$ cat src/verilog/dsam_pkg.sv
/*
 * Shared constants and carrier types of the diagnostic status and alarm monitor.
 * Assumes 16-bit register words reached through 16-bit serial frames with a
 * six-bit byte address in bits 13:8 of the command word.
 */
package dsam_pkg;

    // Serial frame layout.
    localparam logic [3:0] FRAME_LAST = 4'hF;
    localparam logic [3:0] FRAME_FIRST = 4'h0;
    localparam int CMD_WR_BIT = 15;
    localparam int ADDR_HI = 13;
    localparam int ADDR_LO = 8;

    // Byte addresses of the even (low) byte of each register word.
    localparam logic [5:0] ADDR_FLASH_WRITE_COUNTER = 6'h00;
    localparam logic [5:0] ADDR_THR_ONE = 6'h26;
    localparam logic [5:0] ADDR_THR_TWO = 6'h28;
    localparam logic [5:0] ADDR_WIN_ONE = 6'h2A;
    localparam logic [5:0] ADDR_WIN_TWO = 6'h2C;
    localparam logic [5:0] ADDR_ALM_CFG = 6'h2E;
    localparam logic [5:0] ADDR_MISC = 6'h34;
    localparam logic [5:0] ADDR_FAULT = 6'h3C;

    // Reset value of every writable register.
    localparam logic [15:0] REG_RESET = 16'h0000;

    // Field positions of the fault flag word.
    localparam int FF_ZST = 15;
    localparam int FF_YST = 14;
    localparam int FF_XST = 13;
    localparam int FF_GST = 10;
    localparam int FF_ALM_TWO = 9;
    localparam int FF_ALM_ONE = 8;
    localparam int FF_CHKSUM = 6;
    localparam int FF_STDIAG = 5;
    localparam int FF_OVR = 4;
    localparam int FF_SPI = 3;
    localparam int FF_FLUPD = 2;
    localparam int FF_SUP_HI = 1;
    localparam int FF_SUP_LO = 0;

    // Field positions of the alarm configuration, threshold and misc words.
    localparam int AC_SRC_TWO_LO = 12;
    localparam int AC_SRC_ONE_LO = 8;
    localparam int AC_ROC_TWO = 7;
    localparam int AC_ROC_ONE = 6;
    localparam int AC_FILT = 4;
    localparam int AC_OUT_EN = 2;
    localparam int AC_OUT_POL = 1;
    localparam int AC_OUT_LINE = 0;
    localparam int TH_POL = 15;
    localparam int TH_VAL_HI = 13;
    localparam int MISC_MEMTEST = 11;

    // Alarm trigger source codes.
    localparam logic [3:0] SRC_OFF = 4'h0;
    localparam logic [3:0] SRC_SUPPLY = 4'h1;
    localparam logic [3:0] SRC_GYRO = 4'h2;
    localparam logic [3:0] SRC_XACC = 4'h5;
    localparam logic [3:0] SRC_YACC = 4'h6;
    localparam logic [3:0] SRC_ZACC = 4'h7;
    localparam logic [3:0] SRC_TEMP = 4'h8;
    localparam logic [3:0] SRC_PITCH = 4'h9;
    localparam logic [3:0] SRC_ROLL = 4'hA;
    localparam logic [3:0] SRC_AUX = 4'hB;

    // Rate-of-change window counts below this stand for one sample.
    localparam logic [7:0] WIN_MIN = 8'h01;

    // One 14-bit word of every alarm source.
    typedef struct packed {
        logic [13:0] supply;
        logic [13:0] gyro;
        logic [13:0] xacc;
        logic [13:0] yacc;
        logic [13:0] zacc;
        logic [13:0] temp;
        logic [13:0] pitch;
        logic [13:0] roll;
        logic [13:0] aux;
    } dsam_src_t;

    // Error conditions reported by the sensor core, as levels.
    typedef struct packed {
        logic zst_fail;
        logic yst_fail;
        logic xst_fail;
        logic gyro_st_fail;
        logic st_diag_fail;
        logic overrange;
        logic flash_upd_fail;
        logic supply_high;
        logic supply_low;
    } dsam_cond_t;

    // Checksum test sequencer states.
    typedef enum logic [1:0] {
        CHK_IDLE = 2'b01,
        CHK_RUN = 2'b10
    } dsam_chk_t;

endpackage

$ cat src/verilog/dsam_top.sv
/*
 * Diagnostic status and dual alarm monitor with its 16-bit serial register port.
 * Assumes sample_tick is a one-cycle pulse per sample from the core, the sensor
 * and condition inputs are on clk, and SCLK runs well below a third of clk.
 */
// What this block does
// Count every write into the nonvolatile flash memory.
// Memory-test bit starts a flash checksum check; host waits 20 ms for result.
// Each read of the fault flag word clears all its flags.
// A still present condition sets its flag again next sample cycle.
// Both supply flags clear by themselves when supply returns to range.
// Bits 15, 14, 13 and 10 flag accelerometer and gyroscope self-test failures.
// Bits 9 and 8 show whether alarm two and alarm one are active.
// Bits 6, 5, 4, 2 flag checksum, self-test, overrange and flash update failure.
// Bit 3 flags a transfer whose SCLK count is not a multiple of 16.
// Bit 1 flags supply above 5.25 V, bit 0 supply below 4.75 V.
// Two alarms with own source, mode, threshold and count; shared filter and output.
// Threshold bit 15 picks greater-than when 1, less-than when 0.
// Threshold bits 13 to 0 hold the value in the source format.
// Window bits 7 to 0 give sample count; 0 and 1 both mean one.
// Rate-of-change period is the sample count times the sample period.
// Config bits 15:12 choose alarm two source; unused codes disable.
// Config bits 11:8 choose alarm one source with the same codes.
// Config bits 7 and 6 choose rate-of-change or static mode per alarm.
// Config bit 4 compares filtered data when 1, unfiltered when 0.
// Config bit 2 enables the indicator; bit 1 sets its active level.
// Config bit 0 routes the indicator to line 2 when 1, line 1 when 0.
// Pitch and roll sources always compare filtered data.
// Alarms are evaluated once per sample; indicator follows either active alarm.
`timescale 1ns/1ps

module dsam_top
    import dsam_pkg::*;
(
    // Clock and reset.
    input wire logic clk,
    input wire logic srst,
    // Serial register port pins.
    input wire logic spi_sclk,
    input wire logic spi_cs_n,
    input wire logic spi_din,
    output logic spi_dout,
    // Sensor core side.
    input wire logic sample_tick,
    input wire dsam_src_t raw_data,
    input wire dsam_src_t filt_data,
    input wire dsam_cond_t cond,
    input wire logic flash_write_event,
    // Flash checksum engine.
    output logic flash_check_start,
    input wire logic flash_check_done,
    input wire logic flash_check_fail,
    // Alarm indicator lines.
    output logic digital_line_1_out,
    output logic digital_line_1_oe,
    output logic digital_line_2_out,
    output logic digital_line_2_oe
);

    // Replaces one byte of a register word.
    function automatic logic [15:0] put_byte(input logic [15:0] old, input logic hi,
                                             input logic [7:0] b);
        put_byte = hi ? {b, old[7:0]} : {old[15:8], b};
    endfunction
    // Picks a source word; bit 14 of the result says the code is a legal source.
    function automatic logic [14:0] pick_src(input dsam_src_t s, input logic [3:0] code);
        case (code)
            SRC_SUPPLY: pick_src = {1'b1, s.supply};
            SRC_GYRO: pick_src = {1'b1, s.gyro};
            SRC_XACC: pick_src = {1'b1, s.xacc};
            SRC_YACC: pick_src = {1'b1, s.yacc};
            SRC_ZACC: pick_src = {1'b1, s.zacc};
            SRC_TEMP: pick_src = {1'b1, s.temp};
            SRC_PITCH: pick_src = {1'b1, s.pitch};
            SRC_ROLL: pick_src = {1'b1, s.roll};
            SRC_AUX: pick_src = {1'b1, s.aux};
            default: pick_src = 15'h0000;
        endcase
    endfunction
    // Signed compare of a 15-bit value against a 14-bit threshold word.
    function automatic logic hit(input logic [14:0] x, input logic [15:0] thr);
        logic signed [14:0] xs;
        logic signed [14:0] ts;
        xs = x;
        ts = {thr[TH_VAL_HI], thr[TH_VAL_HI:0]};
        hit = thr[TH_POL] ? (xs > ts) : (xs < ts);
    endfunction
    logic [2:0] sclk_s;
    logic [2:0] cs_s;
    logic [1:0] din_s;
    logic [3:0] bit_cnt_r;
    logic [14:0] rx_r;
    logic [15:0] tx_r;
    logic spi_dout_r;
    logic [15:0] thr_r [2];
    logic [15:0] win_r [2];
    logic [15:0] cfg_r;
    logic [15:0] flash_write_counter_r;
    logic [15:0] fault_r;
    logic [1:0] alarm_r;
    dsam_chk_t chk_r;
    logic chk_start_r;
    logic line1_out_r;
    logic line1_oe_r;
    logic line2_out_r;
    logic line2_oe_r;
    // Pin synchronisers; stage 0 feeds only stage 1.
    always_ff @(posedge clk)
    begin
        if (srst)
        begin
            sclk_s <= 3'h7;
            cs_s <= 3'h7;
            din_s <= 2'h0;
        end
        else
        begin
            sclk_s <= {sclk_s[1:0], spi_sclk};
            cs_s <= {cs_s[1:0], spi_cs_n};
            din_s <= {din_s[0], spi_din};
        end
    end

    // Edge and frame decode of the serial port.
    wire cs_active = ~cs_s[1];
    wire sclk_rise = sclk_s[1] & ~sclk_s[2] & cs_active;
    wire sclk_fall = ~sclk_s[1] & sclk_s[2] & cs_active;
    wire cs_end = cs_s[1] & ~cs_s[2];
    wire frame_done = sclk_rise & (bit_cnt_r == FRAME_LAST);
    wire [15:0] frame_word = {rx_r, din_s[1]};
    wire wr_cmd = frame_done & frame_word[CMD_WR_BIT];
    wire rd_cmd = frame_done & ~frame_word[CMD_WR_BIT];
    wire [5:0] frame_addr = frame_word[ADDR_HI:ADDR_LO];
    wire [5:0] word_addr = {frame_addr[5:1], 1'b0};
    wire byte_hi = frame_addr[0];
    wire [7:0] frame_byte = frame_word[7:0];
    wire spi_err_evt = cs_end & (bit_cnt_r != FRAME_FIRST);

    // Bit counter and receive shifter; counter wraps every 16 edges.
    always_ff @(posedge clk)
    begin
        if (srst)
        begin
            bit_cnt_r <= FRAME_FIRST;
            rx_r <= 15'h0000;
        end
        else if (cs_end)
        begin
            bit_cnt_r <= FRAME_FIRST;
        end
        else if (sclk_rise)
        begin
            bit_cnt_r <= bit_cnt_r + 4'h1;
            rx_r <= {rx_r[13:0], din_s[1]};
        end
    end
    // Register write strobes and the fault word read strobe.
    wire wr_thr_one = wr_cmd & (word_addr == ADDR_THR_ONE);
    wire wr_thr_two = wr_cmd & (word_addr == ADDR_THR_TWO);
    wire wr_win_one = wr_cmd & (word_addr == ADDR_WIN_ONE);
    wire wr_win_two = wr_cmd & (word_addr == ADDR_WIN_TWO);
    wire wr_cfg = wr_cmd & (word_addr == ADDR_ALM_CFG);
    wire wr_misc = wr_cmd & (word_addr == ADDR_MISC);
    wire memtest_req = wr_misc & byte_hi & frame_byte[MISC_MEMTEST - 8];
    wire fault_rd = rd_cmd & (word_addr == ADDR_FAULT);
    // Read data; unused bits of each word except the alarm config word, and unmapped addresses, read zero.
    wire chk_busy = (chk_r == CHK_RUN);
    wire [15:0] misc_rd = {4'h0, chk_busy, 11'h000};
    wire [15:0] win_one_rd = {8'h00, win_r[0][7:0]};
    wire [15:0] win_two_rd = {8'h00, win_r[1][7:0]};
    wire [15:0] thr_one_rd = {thr_r[0][TH_POL], 1'b0, thr_r[0][TH_VAL_HI:0]};
    wire [15:0] thr_two_rd = {thr_r[1][TH_POL], 1'b0, thr_r[1][TH_VAL_HI:0]};
    wire [15:0] rd_data =
        (word_addr == ADDR_FAULT) ? fault_r :
        (word_addr == ADDR_FLASH_WRITE_COUNTER) ? flash_write_counter_r :
        (word_addr == ADDR_ALM_CFG) ? cfg_r :
        (word_addr == ADDR_THR_ONE) ? thr_one_rd :
        (word_addr == ADDR_THR_TWO) ? thr_two_rd :
        (word_addr == ADDR_WIN_ONE) ? win_one_rd :
        (word_addr == ADDR_WIN_TWO) ? win_two_rd :
        (word_addr == ADDR_MISC) ? misc_rd : 16'h0000;

    // Transmit shifter: loaded at the end of a read frame, shifted on falling SCLK.
    always_ff @(posedge clk)
    begin
        if (srst)
            {tx_r, spi_dout_r} <= 17'h0;
        else if (frame_done)
        begin
            tx_r <= rd_cmd ? rd_data : 16'h0000;
        end
        else if (sclk_fall)
        begin
            spi_dout_r <= tx_r[15];
            tx_r <= {tx_r[14:0], 1'b0};
        end
    end

    // Writable alarm registers, byte at a time.
    always_ff @(posedge clk)
    begin
        if (srst)
        begin
            thr_r <= '{2{REG_RESET}};
            win_r <= '{2{REG_RESET}};
            cfg_r <= REG_RESET;
        end
        else
        begin
            if (wr_thr_one)
                thr_r[0] <= put_byte(thr_r[0], byte_hi, frame_byte);
            if (wr_thr_two)
                thr_r[1] <= put_byte(thr_r[1], byte_hi, frame_byte);
            if (wr_win_one)
                win_r[0] <= put_byte(win_r[0], byte_hi, frame_byte);
            if (wr_win_two)
                win_r[1] <= put_byte(win_r[1], byte_hi, frame_byte);
            if (wr_cfg)
                cfg_r <= put_byte(cfg_r, byte_hi, frame_byte);
        end
    end
    // Flash write counter, read only.
    always_ff @(posedge clk)
    begin
        if (srst)
            flash_write_counter_r <= REG_RESET;
        else if (flash_write_event)
            flash_write_counter_r <= flash_write_counter_r + 16'h0001;
    end
    // Checksum sequencer; the memory-test bit reads 1 until the engine reports done.
    always_ff @(posedge clk)
    begin
        if (srst)
        begin
            chk_r <= CHK_IDLE;
            chk_start_r <= 1'b0;
        end
        else
        begin
            chk_start_r <= 1'b0;
            case (chk_r)
                CHK_IDLE:
                begin
                    if (memtest_req)
                    begin
                        chk_r <= CHK_RUN;
                        chk_start_r <= 1'b1;
                    end
                end
                CHK_RUN:
                    if (flash_check_done)
                        chk_r <= CHK_IDLE;
                default: chk_r <= CHK_IDLE;
            endcase
        end
    end
    wire chk_fail_evt = chk_busy & flash_check_done & flash_check_fail;
    // Alarm channels; channel 0 is alarm one, channel 1 is alarm two.
    wire [3:0] src_code [2];
    wire roc_mode [2];
    assign src_code[0] = cfg_r[AC_SRC_ONE_LO +: 4];
    assign src_code[1] = cfg_r[AC_SRC_TWO_LO +: 4];
    assign roc_mode[0] = cfg_r[AC_ROC_ONE];
    assign roc_mode[1] = cfg_r[AC_ROC_TWO];

    for (genvar ch = 0; ch < 2; ch++)
    begin : g_alarm
        logic [7:0] cnt_r;
        logic [13:0] snap_r;
        wire incline = (src_code[ch] == SRC_PITCH) | (src_code[ch] == SRC_ROLL);
        wire use_filt = cfg_r[AC_FILT] | incline;
        wire [14:0] pick = pick_src(use_filt ? filt_data : raw_data, src_code[ch]);
        wire src_ok = pick[14];
        wire [13:0] value = pick[13:0];
        wire [7:0] win = (win_r[ch][7:0] < WIN_MIN) ? WIN_MIN : win_r[ch][7:0];
        wire period_end = (cnt_r + 8'h01) >= win;
        wire [14:0] value_x = {value[13], value};
        wire [14:0] delta = value_x - {snap_r[13], snap_r};
        wire static_hit = hit(value_x, thr_r[ch]);
        wire roc_hit = hit(delta, thr_r[ch]);

        // Window counter, snapshot and alarm advance once per sample; a static alarm
        // follows every sample, a rate-of-change alarm on a legal source changes only at a window end.
        always_ff @(posedge clk)
        begin
            if (srst)
            begin
                {cnt_r, snap_r} <= 22'h0;
                alarm_r[ch] <= 1'b0;
            end
            else if (sample_tick)
            begin
                cnt_r <= period_end ? 8'h00 : cnt_r + 8'h01;
                if (period_end)
                    snap_r <= value;
                if (!src_ok)
                    alarm_r[ch] <= 1'b0;
                else if (!roc_mode[ch])
                    alarm_r[ch] <= static_hit;
                else if (period_end)
                    alarm_r[ch] <= roc_hit;
            end
        end
    end

    // Fault flag sources; every set is sampled once per sample except the events.
    wire [15:0] flag_set;
    assign flag_set[FF_ZST] = sample_tick & cond.zst_fail;
    assign flag_set[FF_YST] = sample_tick & cond.yst_fail;
    assign flag_set[FF_XST] = sample_tick & cond.xst_fail;
    assign flag_set[12:11] = 2'h0;
    assign flag_set[FF_GST] = sample_tick & cond.gyro_st_fail;
    assign flag_set[FF_ALM_TWO] = sample_tick & alarm_r[1];
    assign flag_set[FF_ALM_ONE] = sample_tick & alarm_r[0];
    assign flag_set[7] = 1'b0;
    assign flag_set[FF_CHKSUM] = chk_fail_evt;
    assign flag_set[FF_STDIAG] = sample_tick & cond.st_diag_fail;
    assign flag_set[FF_OVR] = sample_tick & cond.overrange;
    assign flag_set[FF_SPI] = spi_err_evt;
    assign flag_set[FF_FLUPD] = sample_tick & cond.flash_upd_fail;
    assign flag_set[FF_SUP_HI] = sample_tick & cond.supply_high;
    assign flag_set[FF_SUP_LO] = sample_tick & cond.supply_low;
    // Clears: a status read clears all, supply flags also clear when back in range.
    wire [1:0] sup_ok = {~cond.supply_high, ~cond.supply_low};
    wire [15:0] flag_clr = {16{fault_rd}} | {14'h0000, {2{sample_tick}} & sup_ok};
    // Fault flag word; a set in the cycle of a clear wins.
    always_ff @(posedge clk)
    begin
        if (srst)
            fault_r <= REG_RESET;
        else
            fault_r <= (fault_r & ~flag_clr) | flag_set;
    end

    // Indicator drive: enable, polarity and line choice are shared by both alarms.
    wire ind_en = cfg_r[AC_OUT_EN];
    wire ind_act = |alarm_r;
    wire ind_lvl = cfg_r[AC_OUT_POL] ? ind_act : ~ind_act;
    wire on_line2 = cfg_r[AC_OUT_LINE];

    // Registered indicator pins; a line not driven shows zero.
    always_ff @(posedge clk)
    begin
        if (srst)
            {line1_out_r, line1_oe_r, line2_out_r, line2_oe_r} <= 4'h0;
        else
        begin
            line1_oe_r <= ind_en & ~on_line2;
            line1_out_r <= ind_en & ~on_line2 & ind_lvl;
            line2_oe_r <= ind_en & on_line2;
            line2_out_r <= ind_en & on_line2 & ind_lvl;
        end
    end
    // Output assignments from flip-flops.
    assign spi_dout = spi_dout_r;
    assign flash_check_start = chk_start_r;
    assign digital_line_1_out = line1_out_r;
    assign digital_line_1_oe = line1_oe_r;
    assign digital_line_2_out = line2_out_r;
    assign digital_line_2_oe = line2_oe_r;

endmodule // dsam_top

$ cat config.mk
export PLATFORM = sky130hd
export DESIGN_NAME = dsam_top
export DESIGN_NICKNAME = d
export VERILOG_FILES = /design/src/verilog/dsam_pkg.sv /design/src/verilog/dsam_top.sv
export SDC_FILE = /design/constraint.sdc
export NUM_CORES = 1
export LEC_CHECK = 0
export ABC_AREA = 1
export BUFFER_PORTS_ARGS = -buffer_cell sky130_fd_sc_hd__buf_2
export CORE_ASPECT_RATIO = 1.75
export CORE_MARGIN = 1.5
export CORE_UTILIZATION = 40
export DETAILED_ROUTE_END_ITERATION = 12
export PLACE_DENSITY_LB_ADDON = 0.25
export SLEW_MARGIN = 20
export SYNTH_ARGS = -nofsm -noshare
export SYNTH_HDL_FRONTEND = slang
export SYNTH_SLANG_ARGS = --single-unit
export TNS_END_PERCENT = 1
$ cat constraint.sdc
create_clock -name clk -period 3.77 [get_ports clk]
set_input_delay 0.9425 -clock clk [delete_from_list [all_inputs] [get_ports clk]]
set_output_delay 0.9425 -clock clk [all_outputs]
set_load 0.005 [all_outputs]
==> results.md <==
* Final Skew at ~0.012 ns
* Worst skew pair latency at 0.45 ns
* Buffers added on ports at 247
* Max Fclk at ~220 MHz
* Area growth syn-to-layout at 37.9%
* H-tree Lvls at 4
* Crit-path slowest cell: dfxtp_4
* CTS tree: built
* Worst Path Arrival at a little under 5 ns
* Share of layout cells above drive strength 1 at 0.270
* Maxcap violations at 0
* Clock-pin slew on the worst setup and hold paths at approximately 0.070 ns
* Slew @ Worst Pin at 0.823 ns
* Synth cell count leaders: 434 x nand2_1, 386 x inv_1, 314 x a21oi_1
* Sequential Area at 3840 sq um
* Gate Count Post-Synth at between 2000 and 2500
* Area of the multi-input gates at between 9000 and 10000 sq um
* Mapped cell area at approximately 15000 sq um
* Failing checks: negative setup slack
* Total Routed Length at 67.0 mm
* DR iter-0 viols at approximately 1100
* Startpoint Class: register
* Final #Nets at 3291
* Netlist cell types at 46
* Reg2reg setup slack at -0.68 ns
* Syn Nets at around 2800
* First-pass GRT wire length at about 96 mm
* Seq/Total Area, Yosys at 0.253
* Root Buffer: clkbuf_16
* Endpoints failing hold at 0
* Status: finished with violations
* Global-route met3 utilization at 0.0395
* IO Pins at between 200 and 300
* Share of the synthesized area in the top cell type at 0.253
* DRC at 0
* Num CTS Buffers at 17
* CP required at just over 4 ns
* Async set or reset register ratio after synthesis at 0
* Dominant cell type by area after synthesis: dfxtp_1
* WL/cell at approximately 20 um
* Part of the cycle the worst path needs at 1.18
* Worst Path Max Fanout at 8
* Worst slack, placed at -0.930 ns
* Vias in the first global route at 17400
* CTS Sinks at between 150 and 200
* CTS Buffer Depth at 2
* Antenna violations before repair at 0
* Setup WS post-layout at -0.683 ns
* Core ar. at roughly 37000 sq um
* GR peak layer: met2
* Crit path kind: register to register
* Synthesized flop and latch total at between 150 and 200
* Die Area at 38900 sq um
* GPL Wtd Cong at 1.03
* Primary FF master, synth: dfxtp_1
* Met2 usage at 0.606
* Num rows at 94
* Crit path max-delay family: simple AND/OR/NAND/NOR gates
* CP endpoint kind: register
* Syn_area_per_cell at between 6 and 7 sq um
* Hold WC Path Type: register to register
* RSZ-0062 raised after global routing: true
* Final setup viols at 2
* Chip Height at around 260 um
* Cell Pwr Density at about 220 nW/um^2
* Filler cells at ~3800
* Antenna Nets Post-Route at 0
* Top post-synthesis cells by area: dfxtp_1 25%, nand2_1 11%, a21oi_1 10%, inv_1 9.6%, ha_1 9.4%
* HPWL Detailed at between 50 and 60 mm
* Vias/cell at approximately 5.4
* GR Layer Usage met1 at 0.315
* Min Hold Slack at 0.416 ns
* Largest net degree at the start of global routing at 74
* Remaining Overflow, GRT at 0
* Post-synth EDFFs at 0
* Die width at roughly 150 um
* CP bufs+invs at 8
* Critical path's most frequent cell: buf_6
* Initial core utilization at 0.403
* Worst VDD drop at 298 uV
* Crit path time final at between 4 and 5 ns
* Via count at ~18000
* Leak at approximately 10 nW
* Tot GR Track Use at 0.327
* DRT Pass-1 Iters at 8
* Fin. max-slew vios at 0
* Final core utilization at 0.556
* Max_slew headroom at 0.448
* CP peak stage delay at around 0.37 ns
* Yosys Warn Count at 0
* Most numerous cell in the Yosys netlist: nand2_1
[per-layer routing]
| layer | part of all wire | vias to the layer above | routed length (um) |
|---|---|---|---|
| li1 | - | 9011 | - |
| met1 | 0.34 | 8316 | 22500 |
| met2 | 0.50 | 829 | 33200 |
| met3 | 0.064 | 263 | 4300 |
| met4 | 0.10 | 0 | 6930 |
| met5 | 0 | - | 0 |
[through the flow]
| step | power (mW) | cell area, sq um | TNS (ns) | std cells |
|---|---|---|---|---|
| after floorplan | 2.49 | 15200 | -0.188 | 2386 |
| after global placement | 2.84 | 19000 | -1.76 | 3318 |
| after detailed placement | 2.85 | 19000 | -1.83 | 3318 |
| after CTS | 4.64 | 19900 | -1.44 | 3361 |
| after global routing | 4.86 | 20800 | -1.86 | 3399 |
| final | 4.67 | 20800 | -1.29 | 3400 |
[path summary, 6_finish.rpt]
path,startpoint,endpoint,cells after the start
min reg2reg,sclk_s[0],sclk_s[1],1
max,cfg_r[9],alarm_r[0],31
max reg2reg,cfg_r[9],alarm_r[0],31
min,sclk_s[0],sclk_s[1],1
[logic make-up after synthesis]
kind of cell | after synthesis | synth area share
compound gates | 774 | 0.278
xor+xnor | 30 | 0.0174
fa+ha+maj | 115 | 0.0964
buf+inv | 495 | 0.133
flops | 191 | 0.253
simple gates | 781 | 0.221
[where the power goes]
group	internal, mW	switching (mW)	total (mW)	leakage (nW)
clock network	0.939	0.855	1.79	0.275
logic	0.364	0.446	0.810	8.27
registers	2.05	0.0197	2.07	1.55
[sequential cells by signal, summed over array words and instances, names as in the netlist, 2 cells and up]
name and count:
cs_s 3, thr_r 15, cfg_r 16, g_alarm.cnt_r 16
chk_r 2, bit_cnt_r 4, win_one_rd 8, tx_r 16
thr_one_rd 15, fault_r 16, flash_write_counter_r 16, g_alarm.snap_r 28
win_r 8, alarm_r 2, din_s 2, rx_r 15
sclk_s 3
[cells in the final DEF, fill, tap and decap left out, drive strengths merged, types with 9 or more instances in the layout]
cell    netlist  layout
a22oi        12      12
nand2       440     440
a31oi        10      10
dfxtp       191     191
xnor2        14      14
a211oi       23      23
nand4        16      16
clkbuf       53      26
o21ai       318     318
inv         396     401
nor3         66      66
nor2        146     146
ha          113     113
o211ai       46      46
nand3        94      94
a21oi       314     314
or2           9       9
o22ai        29      29
buf          42     588
xor2         16      16
clkinv        4       9
[worst register-to-register path: cells and delay by family (launching register included)]
| family | cells | cell delay, ns |
|---|---|---|
| buffers and inverters | 8 | 0.97 |
| flip-flops | 1 | 0.37 |
| adder cells (fa/ha/maj) | 3 | 0.78 |
| AND/OR/NAND/NOR | 13 | 1.26 |
| AO/OA/AOI/OAI | 6 | 0.85 |
| XOR/XNOR | 1 | 0.18 |
[final cells by class]
cell class	instances	share of cell area
clock inverters	13	0.00601
inverters	400	0.0725
repair buffers	596	0.210
clock buffers	19	0.0213
flip-flops and latches	191	0.184
multi-input cells	1700	0.477
well taps	480	0.0289
diodes	1	0.000120
[what timing repair did]
item,CTS,global route
gates resized for setup,32,129
hold buffers,0,0
gates cloned,4,6
pin swaps,8,53
setup endpoints to repair,2,2
buffers inserted,7,32
Note: power is estimated with default switching activity, not from simulation.
